[src/hdl/rtcwt_defs.svh]
// constants of the wakeup countdown timer: offsets, fields, resets, timing
//******************************************************************************
// Overview of operation
// - enable low, counter reads return the preset
// - enable cleared halts timer, interrupt stays low
// - enable rising restarts count from preset
// - expiry sets flag, held until software clears
// - writing 0 clears flag, interrupt stays low
// - writing 1 to flag does nothing
// - interrupt enabled, expiry pulls interrupt low
// - interrupt disabled, expiry leaves output released
// - clearing interrupt enable releases low output
// - backup gating selects supply modes that count
// - stop bit cleared resumes from frozen value
// - backup gating on makes stop bit ignored
// - global stop halts slow source countdowns
// - enable low means no counting at all
// - count begins at acknowledge clock rising edge
// - interval is preset times source period
// - three-bit select picks one of five sources
// - expiry reloads preset and repeats periodically
// - interrupt auto-releases after release time
//******************************************************************************
`ifndef RTCWT_DEFS_SVH
`define RTCWT_DEFS_SVH

// register offsets
`define RTCWT_ADDR_CNT_LO   8'h1a
`define RTCWT_ADDR_CNT_HI   8'h1b
`define RTCWT_ADDR_EXT      8'h1c
`define RTCWT_ADDR_FLAG     8'h1d
`define RTCWT_ADDR_CTRL     8'h1e

// field positions
`define RTCWT_EXT_TE_BIT    4
`define RTCWT_FLAG_TF_BIT   4
`define RTCWT_CTRL_STOP_BIT 6
`define RTCWT_CTRL_TIE_BIT  4
`define RTCWT_CTRL_TIMER_STOP_BIT_BIT 2
`define RTCWT_CTRL_BKON_BIT 1
`define RTCWT_CTRL_BKE_BIT  0

// source select codes
`define RTCWT_SRC_4096HZ    3'h0
`define RTCWT_SRC_64HZ      3'h1
`define RTCWT_SRC_1HZ       3'h2
`define RTCWT_SRC_MIN       3'h3
`define RTCWT_SRC_HOUR      3'h4

// reset values
`define RTCWT_PRESET_RST    16'h0000
`define RTCWT_SEL_RST       3'h0

// divider chain
`define RTCWT_CLK_HZ        25000000
`define RTCWT_BASE_HZ       4096
`define RTCWT_DIV64_LAST    6'h3f
`define RTCWT_DIV60_LAST    6'h3b

// timing, in ns, and the derived least cycle counts (rounded up)
`define RTCWT_CLK_NS        40
`define RTCWT_RTN_FAST_NS   122000
`define RTCWT_RTN_SLOW_NS   7570000
`define RTCWT_RTN_FAST_CYC  ((`RTCWT_RTN_FAST_NS + `RTCWT_CLK_NS - 1) / `RTCWT_CLK_NS)
`define RTCWT_RTN_SLOW_CYC  ((`RTCWT_RTN_SLOW_NS + `RTCWT_CLK_NS - 1) / `RTCWT_CLK_NS)

`endif

[src/hdl/rtcwt_pkg.sv]
// types shared by the wakeup countdown timer
package rtcwt_pkg;

    // countdown run state
    typedef enum logic [1:0]
    {
        RUN_IDLE,
        RUN_ARMED,
        RUN_COUNT
    } rtcwt_run_t;

endpackage : rtcwt_pkg

[src/hdl/rtcwt_sync.sv]
// two flip-flop synchroniser for pin-level inputs
`timescale 1ns/1ps
`default_nettype none

module rtcwt_sync
#(
    parameter int WIDTH = 1
)
(
    // clock and reset
    input  wire logic             i_clk,
    input  wire logic             i_nrst,
    // asynchronous levels in, synchronised levels out
    input  wire logic [WIDTH-1:0] i_async,
    output var  logic [WIDTH-1:0] o_sync
);

    logic [WIDTH-1:0] meta; // first stage, read only by the second

    // two stages; the first feeds nothing but the second
    always_ff @(posedge i_clk or negedge i_nrst)
    begin
        if (!i_nrst)
        begin
            meta   <= '0;
            o_sync <= '0;
        end
        else
        begin
            meta   <= i_async;
            o_sync <= meta;
        end
    end

endmodule : rtcwt_sync

`default_nettype wire

[src/hdl/rtcwt_prescaler.sv]
// divider chain producing the five countdown source ticks
`timescale 1ns/1ps
`default_nettype none
`include "rtcwt_defs.svh"

module rtcwt_prescaler
#(
    parameter int CLK_HZ  = `RTCWT_CLK_HZ,
    parameter int BASE_HZ = `RTCWT_BASE_HZ
)
(
    // clock and reset
    input  wire logic       i_clk,
    input  wire logic       i_nrst,
    // global stop, freezes the 64 Hz and slower stages
    input  wire logic       i_stop,
    // one-cycle ticks: [0] 4096 Hz, [1] 64 Hz, [2] 1 Hz, [3] 1/60 Hz, [4] 1/3600 Hz
    output logic [4:0]      o_tick
);

    // next value of a wrapping stage counter
    function automatic logic [5:0] stage_next(input logic [5:0] c, input logic [5:0] last);
        stage_next = (c == last) ? 6'h00 : 6'(c + 6'h01);
    endfunction : stage_next

    logic [31:0] acc;      // fractional phase, avoids drift since clock is not a multiple
    logic [5:0]  c64;      // 4096 Hz -> 64 Hz
    logic [5:0]  c1;       // 64 Hz -> 1 Hz
    logic [5:0]  cmin;     // 1 Hz -> per minute
    logic [5:0]  chour;    // per minute -> per hour

    wire  [31:0] acc_sum  = acc + 32'(BASE_HZ);
    wire         t4k      = (acc_sum >= 32'(CLK_HZ));
    wire         t64      = t4k && !i_stop && (c64 == `RTCWT_DIV64_LAST);
    wire         t1       = t64 && (c1 == `RTCWT_DIV64_LAST);
    wire         tmin     = t1 && (cmin == `RTCWT_DIV60_LAST);
    wire         thour    = tmin && (chour == `RTCWT_DIV60_LAST);

    assign o_tick = {thour, tmin, t1, t64, t4k};

    // phase accumulator, base tick on each overflow
    always_ff @(posedge i_clk or negedge i_nrst)
    begin
        if (!i_nrst)
            acc <= 32'h0000_0000;
        else
            acc <= t4k ? 32'(acc_sum - 32'(CLK_HZ)) : acc_sum;
    end

    // slower stages; held while stopped
    always_ff @(posedge i_clk or negedge i_nrst)
    begin
        if (!i_nrst)
        begin
            c64   <= 6'h00;
            c1    <= 6'h00;
            cmin  <= 6'h00;
            chour <= 6'h00;
        end
        else if (t4k && !i_stop)
        begin
            c64 <= stage_next(c64, `RTCWT_DIV64_LAST);
            if (t64)
                c1 <= stage_next(c1, `RTCWT_DIV64_LAST);
            if (t1)
                cmin <= stage_next(cmin, `RTCWT_DIV60_LAST);
            if (tmin)
                chour <= stage_next(chour, `RTCWT_DIV60_LAST);
        end
    end

endmodule : rtcwt_prescaler

`default_nettype wire

[src/hdl/rtcwt_top.sv]
// wakeup countdown timer of the real-time clock, with its register port
//
// Design decisions made here: the plain strobed port and the placing of the registers.
`timescale 1ns/1ps
`default_nettype none
`include "rtcwt_defs.svh"

module rtcwt_top
    import rtcwt_pkg::*;
#(
    parameter int          CLK_HZ       = `RTCWT_CLK_HZ,
    parameter logic [17:0] RTN_SLOW_CYC = 18'(`RTCWT_RTN_SLOW_CYC),
    parameter logic [17:0] RTN_FAST_CYC = 18'(`RTCWT_RTN_FAST_CYC)
)
(
    // clock and reset
    input  wire logic       I_CLK,
    input  wire logic       I_NRST,
    // register port
    input  wire logic [7:0] I_ADDR,
    input  wire logic [7:0] I_WDATA,
    input  wire logic       I_WR,
    input  wire logic       I_RD,
    output logic [7:0]      O_RDATA,
    // serial bus clock pin, used only to time the start
    input  wire logic       I_SCL,
    // supply mode pin: 1 while on backup battery
    input  wire logic       I_VBAT_MODE,
    // open-drain interrupt pin
    output logic            O_IRQ_O,
    output logic            O_IRQ_OE
);

    //**************************************************************************
    // register state
    //**************************************************************************

    logic [15:0] preset;              // programmed reload value
    logic [2:0]  source_sel;          // countdown source select
    logic        timer_enable_bit;    // countdown enable
    logic        timer_expiry_flag;   // sticky expiry flag
    logic        global_stop;         // global clock stop
    logic        timer_irq_enable;    // interrupt enable
    logic        timer_stop_bit;      // local freeze
    logic        backup_select_bit;   // which supply counts when gated
    logic        backup_gating_enable;// supply gating on

    //**************************************************************************
    // countdown and interrupt state
    //**************************************************************************

    rtcwt_run_t  run_state;           // idle, waiting for ack clock, counting
    rtcwt_run_t  next_run_state;
    logic [15:0] count;               // running count
    logic        irq_low;             // interrupt pin pulled low
    logic [17:0] rtn_cnt;             // cycles left before auto release
    logic        scl_q;               // previous synchronised clock level

    //**************************************************************************
    // synchronised pins and source ticks
    //**************************************************************************

    logic [1:0]  pin_sync;            // {inverted scl, vbat} after two flops
    logic [4:0]  tick;                // one pulse per source period

    rtcwt_sync #(.WIDTH(2)) u_sync
    (
        .i_clk   (I_CLK),
        .i_nrst  (I_NRST),
        .i_async ({~I_SCL, I_VBAT_MODE}),
        .o_sync  (pin_sync)
    );

    rtcwt_prescaler #(.CLK_HZ(CLK_HZ), .BASE_HZ(`RTCWT_BASE_HZ)) u_prescaler
    (
        .i_clk   (I_CLK),
        .i_nrst  (I_NRST),
        .i_stop  (global_stop),
        .o_tick  (tick)
    );

    // scl travels inverted so the zero reset of the synchroniser equals the
    // idle-high line; otherwise a false rise right after reset could start an armed count
    wire scl_s   = !pin_sync[1];
    wire vbat_s  = pin_sync[0];
    wire scl_ris = scl_s && !scl_q;

    //**************************************************************************
    // write decode
    //**************************************************************************

    wire wr_lo   = I_WR && (I_ADDR == `RTCWT_ADDR_CNT_LO);
    wire wr_hi   = I_WR && (I_ADDR == `RTCWT_ADDR_CNT_HI);
    wire wr_ext  = I_WR && (I_ADDR == `RTCWT_ADDR_EXT);
    wire wr_flag = I_WR && (I_ADDR == `RTCWT_ADDR_FLAG);
    wire wr_ctrl = I_WR && (I_ADDR == `RTCWT_ADDR_CTRL);

    wire te_new  = I_WDATA[`RTCWT_EXT_TE_BIT];
    wire te_rise = wr_ext && te_new && !timer_enable_bit;
    wire te_fall = wr_ext && !te_new;
    wire tie_clr = wr_ctrl && !I_WDATA[`RTCWT_CTRL_TIE_BIT];
    // only a written 0 clears; a written 1 leaves the flag alone
    wire tf_clr  = wr_flag && !I_WDATA[`RTCWT_FLAG_TF_BIT];

    //**************************************************************************
    // countdown gating
    //**************************************************************************

    // selected source tick; undefined codes never tick
    wire src_tick = (source_sel == `RTCWT_SRC_4096HZ) ? tick[0] :
                    (source_sel == `RTCWT_SRC_64HZ)   ? tick[1] :
                    (source_sel == `RTCWT_SRC_1HZ)    ? tick[2] :
                    (source_sel == `RTCWT_SRC_MIN)    ? tick[3] :
                    (source_sel == `RTCWT_SRC_HOUR)   ? tick[4] : 1'b0;

    wire supply_ok = !backup_gating_enable || (backup_select_bit == vbat_s);
    wire local_ok  = backup_gating_enable || !timer_stop_bit;
    wire gstop_ok  = !global_stop || (source_sel == `RTCWT_SRC_4096HZ);
    wire count_on  = (run_state == RUN_COUNT) && timer_enable_bit
                     && supply_ok && local_ok && gstop_ok;
    wire step      = count_on && src_tick;
    // a zero preset is not valid; it behaves as one so the timer cannot lock up
    wire expiry    = step && (count <= 16'h0001);

    // release time depends on the source in use
    wire [17:0] rtn_load = (source_sel == `RTCWT_SRC_4096HZ) ? RTN_FAST_CYC
                                                             : RTN_SLOW_CYC;

    //**************************************************************************
    // run state
    //**************************************************************************

    // wait for the ack clock after enabling, then count until disabled
    always_comb
    begin
        next_run_state = run_state;
        case (run_state)
            RUN_IDLE:
            begin
                if (te_rise)
                    next_run_state = RUN_ARMED;
            end
            RUN_ARMED:
            begin
                if (te_fall)
                    next_run_state = RUN_IDLE;
                else if (scl_ris)
                    next_run_state = RUN_COUNT;
            end
            RUN_COUNT:
            begin
                if (te_fall)
                    next_run_state = RUN_IDLE;
            end
            default:
                next_run_state = RUN_IDLE;
        endcase
    end

    // state register and clock edge history
    always_ff @(posedge I_CLK or negedge I_NRST)
    begin
        if (!I_NRST)
        begin
            run_state <= RUN_IDLE;
            scl_q     <= 1'b1;
        end
        else
        begin
            run_state <= next_run_state;
            scl_q     <= scl_s;
        end
    end

    //**************************************************************************
    // configuration registers
    //**************************************************************************

    // preset bytes; the host is expected to clear enable first
    always_ff @(posedge I_CLK or negedge I_NRST)
    begin
        if (!I_NRST)
            preset <= `RTCWT_PRESET_RST;
        else if (wr_lo)
            preset[7:0] <= I_WDATA;
        else if (wr_hi)
            preset[15:8] <= I_WDATA;
    end

    // extension and control bits
    always_ff @(posedge I_CLK or negedge I_NRST)
    begin
        if (!I_NRST)
        begin
            source_sel           <= `RTCWT_SEL_RST;
            timer_enable_bit     <= 1'b0;
            global_stop          <= 1'b0;
            timer_irq_enable     <= 1'b0;
            timer_stop_bit       <= 1'b0;
            backup_select_bit    <= 1'b0;
            backup_gating_enable <= 1'b0;
        end
        else
        begin
            if (wr_ext)
            begin
                source_sel       <= I_WDATA[2:0];
                timer_enable_bit <= te_new;
            end
            if (wr_ctrl)
            begin
                global_stop          <= I_WDATA[`RTCWT_CTRL_STOP_BIT];
                timer_irq_enable     <= I_WDATA[`RTCWT_CTRL_TIE_BIT];
                timer_stop_bit       <= I_WDATA[`RTCWT_CTRL_TIMER_STOP_BIT_BIT];
                backup_select_bit    <= I_WDATA[`RTCWT_CTRL_BKON_BIT];
                backup_gating_enable <= I_WDATA[`RTCWT_CTRL_BKE_BIT];
            end
        end
    end

    //**************************************************************************
    // countdown
    //**************************************************************************

    // load on enable, step on source tick, reload on expiry; frozen otherwise
    always_ff @(posedge I_CLK or negedge I_NRST)
    begin
        if (!I_NRST)
            count <= `RTCWT_PRESET_RST;
        else if (te_rise)
            count <= preset;
        else if (expiry)
            count <= preset;
        else if (step)
            count <= 16'(count - 16'h0001);
    end

    //**************************************************************************
    // expiry flag
    //**************************************************************************

    // set wins over a clear in the same cycle so no event is lost
    always_ff @(posedge I_CLK or negedge I_NRST)
    begin
        if (!I_NRST)
            timer_expiry_flag <= 1'b0;
        else if (expiry)
            timer_expiry_flag <= 1'b1;
        else if (tf_clr)
            timer_expiry_flag <= 1'b0;
    end

    //**************************************************************************
    // interrupt pin
    //**************************************************************************

    // low on enabled expiry; released by timeout or by clearing the enable.
    // clearing the timer enable or the flag alone leaves the pin as it is
    always_ff @(posedge I_CLK or negedge I_NRST)
    begin
        if (!I_NRST)
        begin
            irq_low <= 1'b0;
            rtn_cnt <= 18'h00000;
        end
        else if (tie_clr)
        begin
            irq_low <= 1'b0;
            rtn_cnt <= 18'h00000;
        end
        else if (expiry && timer_irq_enable)
        begin
            irq_low <= 1'b1;
            rtn_cnt <= rtn_load;
        end
        else if (irq_low)
        begin
            rtn_cnt <= 18'(rtn_cnt - 18'h00001);
            if (rtn_cnt <= 18'h00001)
                irq_low <= 1'b0;
        end
    end

    // open drain: only ever drives low
    assign O_IRQ_O  = 1'b0;
    assign O_IRQ_OE = irq_low;

    //**************************************************************************
    // read port
    //**************************************************************************

    // counter bytes show the preset while disabled, the live count otherwise
    wire [15:0] cnt_view = timer_enable_bit ? count : preset;

    wire [7:0] ext_rd  = {3'h0, timer_enable_bit, 1'b0, source_sel};
    wire [7:0] flag_rd = {3'h0, timer_expiry_flag, 4'h0};
    wire [7:0] ctrl_rd = {1'b0, global_stop, 1'b0, timer_irq_enable, 1'b0,
                          timer_stop_bit, backup_select_bit, backup_gating_enable};

    // unmapped addresses read zero
    wire [7:0] rd_mux = (I_ADDR == `RTCWT_ADDR_CNT_LO) ? cnt_view[7:0]  :
                        (I_ADDR == `RTCWT_ADDR_CNT_HI) ? cnt_view[15:8] :
                        (I_ADDR == `RTCWT_ADDR_EXT)    ? ext_rd         :
                        (I_ADDR == `RTCWT_ADDR_FLAG)   ? flag_rd        :
                        (I_ADDR == `RTCWT_ADDR_CTRL)   ? ctrl_rd        : 8'h00;

    // read data stands for one cycle only, zero otherwise
    always_ff @(posedge I_CLK or negedge I_NRST)
    begin
        if (!I_NRST)
            O_RDATA <= 8'h00;
        else
            O_RDATA <= I_RD ? rd_mux : 8'h00;
    end

endmodule : rtcwt_top

`default_nettype wire

[config.mk]
export PLATFORM = sky130hd
export DESIGN_NAME = rtcwt_top
export DESIGN_NICKNAME = d
export VERILOG_FILES = /design/src/hdl/rtcwt_pkg.sv /design/src/hdl/rtcwt_sync.sv /design/src/hdl/rtcwt_prescaler.sv /design/src/hdl/rtcwt_top.sv
export VERILOG_INCLUDE_DIRS = /design/src /design/src/hdl
export SDC_FILE = /design/constraint.sdc
export NUM_CORES = 1
export LEC_CHECK = 0
export BUFFER_PORTS_ARGS = -buffer_cell sky130_fd_sc_hd__buf_2
export CAP_MARGIN = 10
export CORE_MARGIN = 4
export CORE_UTILIZATION = 30
export DETAILED_ROUTE_END_ITERATION = 8
export GPL_TIMING_DRIVEN = 0
export MAX_ROUTING_LAYER = met4
export PLACE_DENSITY = 0.5
export SYNTH_ARGS = -nofsm -noshare
export SYNTH_HDL_FRONTEND = slang
export SYNTH_SLANG_ARGS = --single-unit
[constraint.sdc]
create_clock -name I_CLK -period 4.45 [get_ports I_CLK]
set_clock_uncertainty 0.15 [all_clocks]
set_input_delay 0.2225 -clock I_CLK [delete_from_list [all_inputs] [get_ports I_CLK]]
set_output_delay 0.2225 -clock I_CLK [all_outputs]
set_load 0.05 [all_outputs]
==> results.ini, run 1 <==
[setup_path]
cp-end-kind = flop
critical_path_class = reg2reg
crit_family = simple AND/OR/NAND/NOR gates
crit_cells = 11
crit_slowest_cell = o31ai_2
timing.rr.start = u_prescaler.acc[12]$_DFF_PN0_
slowest_delay_ns = 0.62
reg2regPathDepth = 11
rr_endpoint = count[2]$_DFFE_PN0P_
path_max_fanout = 10
rrSetupSlack_ns = 0.46
crit_path_start_kind = flop
path_cells = ha_1 -> nand3_2 -> buf_6 -> nor4_1 -> xnor2_1 -> and3_1 -> nand4_1 -> o31ai_2 -> buf_2 -> nor2_1 -> a221o_1
cp.buffers_inverters = 2
critPathRequiredTime_ns = 4.60
critPathArrivalTime_ns = 4.14

[synth]
synth_ff_type = dfrtp_1
synthArstFlopShare_pct = 100.0
synth_cells = 711
synth_edf_count = 0
synth-seq-cells = 126
synth.yosys.seq_area_share_pct = 43.74
yosysWarnings = 0
syn_nets = 745
syn_avg_cell_area_sq_um = 10.14
synth_area_sq_mm = 0.007212
synth_cell_types = 86

[power]
peakVddDrop_mv = 0.2558
p_leak_nw = 3.612
power_w = 0.002975
cellPowerDensity_mw_per_mm2 = 348.8

[global_route]
grt_pass1_wl_mm = 30.26
antenna_found_initial = 0
gr-total-overflow = 0
grt_pass1_vias = 5674
grtUsageTotal_pct = 14.70
grt_max_degree = 95

[clock_network]
clock_latency_ns = 0.43
cts.sinks = 126
clockBufferDepth = 2
cts_buffers = 17
clk_pin_slew_ns = 0.06
cts_max_level = 4
clockRootBuffer = clkbuf_16
tritoncts = yes

[cells_and_area]
drive_gt1_share_pct = 18.01
diodes = 0
postLayoutCoreUtil_pct = 36.22
final_nets = 804
multi_input_area_sq_mm = 0.003841
area_growth_pct = 18.25
seq_area_sq_mm = 0.003154
fill_cells = 2383
finalNonFillerCells = 1102

[timing]
finalSetupViolations = 0
tns_ns = 0
fin_crit_sh_pct = 89.61
worstMarginPinSlew_ns = 0.9763
fin_crit_ns = 3.988
hold_slack_ns = 0.1022
rsz0062_at_grt = false
drv_slew = 0
relSlewSlack_pct = 34.32
hold_viol_final = 0
max_freq_ghz = 0.2508

[die]
core_sq_mm = 0.02354
io_pins = 32
row_count = 56
die_x_um = 163.0
dieArea_sq_mm = 0.02658
die_h_um = 163.0
start_util_pct = 30.63

[detailed_routing]
ant_nets = 0
first_pass_iters = 5
wl_per_cell_um = 16.09
drt_iter0_drc = 460
wl_mm = 17.73
viasPerCell = 5.079
drcViolationCount = 0
num_vias = 5597

[placed_design]
portBuffers = 27
dp_cells = 1058
gp_congestion = 0.8846
hpwl_mm = 12.61

[job]
cap_violations = 0

[outcome]
status = finished, final reports clean

[worst_hold_path]
min_path_type = in2async

-- stage by stage --
step | setup WS, ns | area, sq um
2_1_floorplan | 1.207 | 7212
3_3_place_gp | 0.4948 | 7746
3_5_place_dp | 0.5084 | 7786
4_1_cts | 0.4807 | 8528
5_1_grt | 0.1970 | 8528
6_report | 0.4622 | 8528
-- cells in the final DEF, fill, tap and decap left out, drive strengths merged, types with 11 or more instances in the layout --
| cell | n |
|---|---|
| dfrtp | 125 |
| nand2 | 66 |
| nor2 | 53 |
| xnor2 | 52 |
| buf | 42 |
| nand3 | 37 |
| nor3 | 32 |
| a21oi | 32 |
| mux2 | 30 |
| clkbuf | 30 |
| inv | 24 |
| o21ai | 23 |
| and3 | 15 |
| xor2 | 12 |
| ha | 12 |
| dlygate4sd3 | 12 |
| nor4 | 11 |
| or3 | 11 |
-- cell families (layout without fill, tap and decap cells) --
group,Yosys count,after routing,share of synthesized area (%)
mux,46,46,8.345
compound gates,134,134,14.56
buf+inv,46,118,3.088
other cells,1,1,0.05200
simple gates,282,282,20.37
fa+ha+maj,12,12,2.082
flops,126,126,43.74
xor+xnor,64,64,7.772
-- worst max-delay path by stage --
| stage | start | to | slack, ns |
|---|---|---|---|
| 3_3_place_gp | u_prescaler.acc[12]$_DFF_PN0_ | count[2]$_DFFE_PN0P_ | 0.49 |
| 6_report | u_prescaler.acc[12]$_DFF_PN0_ | count[2]$_DFFE_PN0P_ | 0.46 |
| 4_1_cts | u_prescaler.acc[12]$_DFF_PN0_ | count[2]$_DFFE_PN0P_ | 0.48 |
| 5_1_grt | u_prescaler.acc[12]$_DFF_PN0_ | count[2]$_DFFE_PN0P_ | 0.20 |
| 2_1_floorplan | u_prescaler.acc[12]$_DFF_PN0_ | u_prescaler.c1[1]$_DFFE_PN0P_ | 1.21 |
| 3_5_place_dp | u_prescaler.acc[12]$_DFF_PN0_ | count[2]$_DFFE_PN0P_ | 0.51 |
-- metal layers --
metal	GRT usage [%]	routed length, um	share of wire [%]
met1	20.22	8703	49
met2	21.89	8138	46
met3	2.851	633	3.6
met4	4.918	258	1.5
met5	-	0	0
-- what timing repair did --
action                                  CTS  global route
buffers inserted                          0             0
gates resized for setup                   0             0
endpoints found under the setup margin    0             0
hold buffers                             12             0
endpoints found under the hold margin   106             0
-- cell type report --
cell class | instances | area share, %
Buffer | 26 | 1.731
Tap cell | 319 | 4.680
Inverter | 20 | 0.8803
Multi-Input combinational cell | 539 | 45.04
Sequential cell | 126 | 36.99
Clock buffer | 18 | 5.150
Clock inverter | 14 | 2.142
Timing Repair Buffer | 40 | 3.389
-- synthesized netlist by cell type, drive strengths merged, types with 3 or more instances --
cell / number / share of area (%)
or4: 4 / 0.42
mux2i: 8 / 1.1
nand3b: 6 / 0.62
and3: 15 / 1.3
o41ai: 5 / 0.97
dfrtp: 125 / 43
or2: 4 / 0.35
xor2: 12 / 1.5
ha: 12 / 2.1
a211o: 4 / 0.49
nand3: 37 / 2.7
nand4: 10 / 0.95
or3: 11 / 0.97
nand2: 66 / 3.6
xnor2: 52 / 6.3
nor3: 32 / 2.2
inv: 20 / 1.0
a221o: 3 / 0.42
clkbuf: 12 / 0.62
and2: 5 / 0.43
nand2b: 3 / 0.26
a211oi: 6 / 0.76
a31oi: 10 / 0.95
o211ai: 9 / 1.2
mux4: 8 / 2.5
a21oi: 32 / 2.2
o221ai: 5 / 0.85
mux2: 30 / 4.7
o21bai: 3 / 0.31
nor2b: 9 / 0.78
nor4: 11 / 0.95
o31ai: 10 / 1.1
nor2: 53 / 2.8
buf: 14 / 1.4
o21ai: 23 / 1.6
and4: 5 / 0.64
-- power by group --
part | total (W) | internal (W) | switching, W
Sequential | 0.00127 | 0.00121 | 0.0000576
Clock | 0.00147 | 0.000906 | 0.000564
Combinational | 0.000238 | 0.000111 | 0.000127
-- flip-flops by register name (all words and copies together) (netlist names) --
register	cells
timer_irq_enable	1
u_prescaler.c64	6
timer_stop_bit	1
u_prescaler.chour	6
timer_expiry_flag	1
global_stop	1
backup_gating_enable	1
timer_enable_bit	1
run_state	2
rtn_cnt	18
preset	16
scl_q	1
backup_select_bit	1
source_sel	3
O_IRQ_OE	1
u_sync.meta	2
u_sync.o_sync	2
u_prescaler.c1	6
u_prescaler.acc	26
u_prescaler.cmin	6
O_RDATA	8
count	16
(Power assumes the default switching activity.)
==> inputs of run 2 (changes only) <==
--- a/config.mk
+++ b/config.mk
@@ -12,7 +12,6 @@
 export CORE_UTILIZATION = 30
 export DETAILED_ROUTE_END_ITERATION = 8
 export GPL_TIMING_DRIVEN = 0
-export MAX_ROUTING_LAYER = met4
 export PLACE_DENSITY = 0.5
 export SYNTH_ARGS = -nofsm -noshare
 export SYNTH_HDL_FRONTEND = slang
==> results.ini, run 2 (synthesis results as in run 1) <==
[global_route]
grtUsageTotal_pct = 14.30
antenna_found_initial = 0
grt_pass1_wl_mm = 30.26
grt_pass1_vias = 5675
grt_max_degree = 95
gr-total-overflow = 0

[clock_network]
cts_buffers = 17
post_cts_buffers = 0
cts.sinks = 126
tritoncts = yes
clockRootBuffer = clkbuf_16
clk_pin_slew_ns = 0.06
clock_latency_ns = 0.43
cts_max_level = 4
clockBufferDepth = 2
cts_resized = 0

[cells_and_area]
largest_register_ffs = 26
fill_cells = 2383
top_regs = u_prescaler.acc x26, rtn_cnt x18
seq_area_sq_mm = 0.003154
mostFrequentLayoutCells = 125 x dfrtp_1, 64 x nand2_1, 53 x nor2_1
top_register = u_prescaler.acc
final_common_cell = dfrtp_1
final_area_sq_mm = 0.008528
multi_input_area_sq_mm = 0.003841
drive_gt1_share_pct = 18.01
area_growth_pct = 18.25
diodes = 0
final_nets = 804

[timing]
fin_crit_ns = 3.999
relSlewSlack_pct = 35.27
fin_crit_sh_pct = 89.86
hold_viol_final = 0
hold_slack_ns = 0.09880
max_freq_ghz = 0.2501
setup_ws_ns = 0.4510
rsz0062_at_grt = false
worstMarginPinSlew_ns = 0.9621
drv_slew = 0
finalSetupViolations = 0
tns_ns = 0

[power]
peakVddDrop_mv = 0.2561
cellPowerDensity_mw_per_mm2 = 348.9
p_leak_nw = 3.612
power_w = 0.002976

[die]
start_util_pct = 30.63
die_x_um = 163.0
dieArea_sq_mm = 0.02658
core_sq_mm = 0.02354
row_count = 56
die_h_um = 163.0
io_pins = 32

[setup_path]
cp-end-kind = flop
reg2regPathDepth = 11
critPathRequiredTime_ns = 4.60
rr_endpoint = count[2]$_DFFE_PN0P_
critical_path_class = reg2reg
path_max_fanout = 10
crit_path_start_kind = flop
timing.rr.start = u_prescaler.acc[12]$_DFF_PN0_
rrSetupSlack_ns = 0.45
critPathArrivalTime_ns = 4.15

[detailed_routing]
num_vias = 5578
drcViolationCount = 0
ant_nets = 0
wl_mm = 17.71
viasPerCell = 5.062
first_pass_iters = 5
wl_per_cell_um = 16.07
drt_iter0_drc = 540

[placed_design]
post-place-ws_ns = 0.5084
portBuffers = 27
dpl_cell_area_sq_mm = 0.007786
gp_congestion = 0.8679
hpwl_mm = 12.61

[job]
cap_violations = 0

[worst_hold_path]
min_path_type = in2async

[outcome]
status = finished, final reports clean

[run 2: cell counts in the layout (fill, tap and decap cells not counted)]
No cell type changed its count.
[run 2: final cells by class]
type                            instances  area share (%)
Buffer                                 26           1.731
Clock buffer                           18           5.150
Clock inverter                         14           2.142
Inverter                               20          0.8803
Multi-Input combinational cell        539           45.04
Sequential cell                       126           36.99
Tap cell                              319           4.680
Timing Repair Buffer                   40           3.389
[run 2: routing by layer]
metal	routed length [um]	up-vias	track usage [%]
li1	-	2722	-
met1	8770	2753	20.30
met2	8119	88	21.83
met3	585	15	2.851
met4	237	0	4.918
met5	0	-	0
[run 2: critical path: stages (launching register included)]
cell	delay, ns
dfrtp_1	0.45
ha_1	0.28
nand3_2	0.13
buf_6	0.17
nor4_1	0.35
xnor2_1	0.30
and3_1	0.31
nand4_1	0.30
o31ai_2	0.63
buf_2	0.35
nor2_1	0.10
a221o_1	0.33
[run 2: how the worst max path moves through the flow]
stage,to,depth (start not counted),from
finish,count[2]$_DFFE_PN0P_,11,u_prescaler.acc[12]$_DFF_PN0_
global route,count[2]$_DFFE_PN0P_,11,u_prescaler.acc[12]$_DFF_PN0_
CTS,count[2]$_DFFE_PN0P_,11,u_prescaler.acc[12]$_DFF_PN0_
detailed placement,count[2]$_DFFE_PN0P_,11,u_prescaler.acc[12]$_DFF_PN0_
global placement,count[2]$_DFFE_PN0P_,11,u_prescaler.acc[12]$_DFF_PN0_
floorplan,u_prescaler.c1[1]$_DFFE_PN0P_,10,u_prescaler.acc[12]$_DFF_PN0_
[run 2: what timing repair did]
action | CTS | global route
endpoints found under the setup margin | 0 | 0
endpoints found under the hold margin | 106 | 0
hold buffers | 12 | 0
[run 2: metrics by stage]
step / util (%) / cells
2_1_floorplan: - / 711
3_3_place_gp: 32.90 / 1057
3_5_place_dp: 33.07 / 1058
4_1_cts: 36.22 / 1102
5_1_grt: 36.22 / 1102
6_report: 36.22 / 1102
[run 2: power by group]
group | total (W) | leakage (nW) | internal [W] | switching, W
logic | 0.000237 | 1.66 | 0.000111 | 0.000126
registers | 0.00127 | 1.65 | 0.00121 | 0.0000575
clock network | 0.00147 | 0.299 | 0.000906 | 0.000566
==> inputs of run 3 (changes only) <==
--- a/config.mk
+++ b/config.mk
@@ -10,6 +10,7 @@
 export CAP_MARGIN = 10
 export CORE_MARGIN = 4
 export CORE_UTILIZATION = 30
+export CTS_BUF_LIST = sky130_fd_sc_hd__clkbuf_8
 export DETAILED_ROUTE_END_ITERATION = 8
 export GPL_TIMING_DRIVEN = 0
 export PLACE_DENSITY = 0.5
==> constraint.sdc (replaced) <==
create_clock -name I_CLK -period 4.45 [get_ports I_CLK]
set_clock_uncertainty 0.15 [all_clocks]
set_input_delay 0.2225 -clock I_CLK [delete_from_list [all_inputs] [get_ports I_CLK]]
set_output_delay 0.2225 -clock I_CLK [all_outputs]
set_load 0.02 [all_outputs]
==> results.ini, run 3 (synthesis results as in run 1) <==
[worst_hold_path]
min_path_type = in2async

[cells_and_area]
fill_cells = 2398
final_nets = 804
largest_register_ffs = 26
multi_input_area_sq_mm = 0.003841
drive_gt1_share_pct = 18.01
seq_area_sq_mm = 0.003154
final_area_sq_mm = 0.008337
top_register = u_prescaler.acc
top_regs = u_prescaler.acc x26, rtn_cnt x18
postLayoutCoreUtil_pct = 35.41
area_growth_pct = 15.60
diodes = 0
mostFrequentLayoutCells = 125 x dfrtp_1, 64 x nand2_1, 53 x nor2_1
final_common_cell = dfrtp_1

[timing]
hold_slack_ns = 0.07751
drv_slew = 0
max_freq_ghz = 0.2522
fin_crit_ns = 3.966
relSlewSlack_pct = 34.75
finalSetupViolations = 0
worstMarginPinSlew_ns = 0.9698
rsz0062_at_grt = false
tns_ns = 0
fin_crit_sh_pct = 89.11
hold_viol_final = 0

[die]
dieArea_sq_mm = 0.02658
die_x_um = 163.0
row_count = 56
io_pins = 32
core_sq_mm = 0.02354
start_util_pct = 30.63
die_h_um = 163.0

[detailed_routing]
wl_mm = 17.68
ant_nets = 0
drcViolationCount = 0
num_vias = 5544
viasPerCell = 5.031
first_pass_iters = 5
drt_iter0_drc = 423
wl_per_cell_um = 16.04

[setup_path]
critPathArrivalTime_ns = 4.14
critPathRequiredTime_ns = 4.62
crit_path_start_kind = flop
cp-end-kind = flop
timing.rr.start = u_prescaler.acc[12]$_DFF_PN0_
startpoint = u_prescaler.acc[12]$_DFF_PN0_
path_max_fanout = 10
critical_path_class = reg2reg

[placed_design]
portBuffers = 27
gp_congestion = 0.8679
hpwl_mm = 12.61
dpl_cell_area_sq_mm = 0.007786

[global_route]
gr-total-overflow = 0
grt_max_degree = 95
grtUsageTotal_pct = 14.15
grt_pass1_wl_mm = 30.05
grt_pass1_vias = 5636
antenna_found_initial = 0

[power]
peakVddDrop_mv = 0.1644
cellPowerDensity_mw_per_mm2 = 310.5
p_leak_nw = 3.525
power_w = 0.002589

[clock_network]
cts_buffers = 17
post_cts_buffers = 0
tritoncts = yes
cts_max_level = 4
cts_resized = 0
clk_pin_slew_ns = 0.08
clockBufferDepth = 2
clock_latency_ns = 0.44
cts.sinks = 126
clockRootBuffer = clkbuf_8
postCtsHoldBufs = 12

[job]
cap_violations = 0

[outcome]
status = finished, final reports clean

-- run 3: cell count changes in the layout (fill, tap and decap cells not counted) --
cell / change
clkbuf_8: +17
clkbuf_16: -17
-- run 3: layer usage --
layer  up-vias  global-route usage [%]  wire (um)
li1       2721                       -          -
met1      2727                   20.23       8788
met2        85                   21.70       8053
met3        11                   3.255        652
met4         0                   3.698        185
met5         -                       0          0
-- run 3: final timing paths --
check | endpoint | slack [ns] | cells past startpoint
min reg2reg | u_sync.o_sync[1]$_DFF_PN0_ | 0.21 | 0
min in group I_CLK | O_RDATA[3]$_DFF_PN0_ | 0.08 | 3
min | u_prescaler.acc[21]$_DFF_PN0_ | 0.08 | 2
max reg2reg | count[2]$_DFFE_PN0P_ | 0.48 | 11
max | count[2]$_DFFE_PN0P_ | 0.48 | 11
max in group asynchronous | rtn_cnt[4]$_DFFE_PN0P_ | 3.30 | 3
-- run 3: layout make-up --
class                      count  share of cell area [%]
sequential                   126                   37.84
clock buffer                  18                   2.972
multi-input combinational    539                   46.08
inverter                      20                  0.9005
timing repair buffer          40                   3.467
clock inverter                14                   2.191
buffer                        26                   1.771
tap                          319                   4.788
-- run 3: stage by stage --
stage | setup slack (ns) | instances
final | 0.4845 | 1102
after global routing | 0.1873 | 1102
after CTS | 0.4739 | 1102
after detailed placement | 0.5084 | 1058
after global placement | 0.4948 | 1057
after floorplan | 1.207 | 711
-- run 3: worst max-delay path, stage by stage, from the launching register on --
cell and delay (ns):
dfrtp_1 0.46, ha_1 0.28, nand3_2 0.13, buf_6 0.17, nor4_1 0.34, xnor2_1 0.30
and3_1 0.31, nand4_1 0.31, o31ai_2 0.61, buf_2 0.35, nor2_1 0.10, a221o_1 0.33
-- run 3: report_power, final --
part           switching [W]  leakage [nW]  internal, W
sequential         0.0000580          1.65      0.00121
clock               0.000510         0.212     0.000580
combinational       0.000123          1.66     0.000111
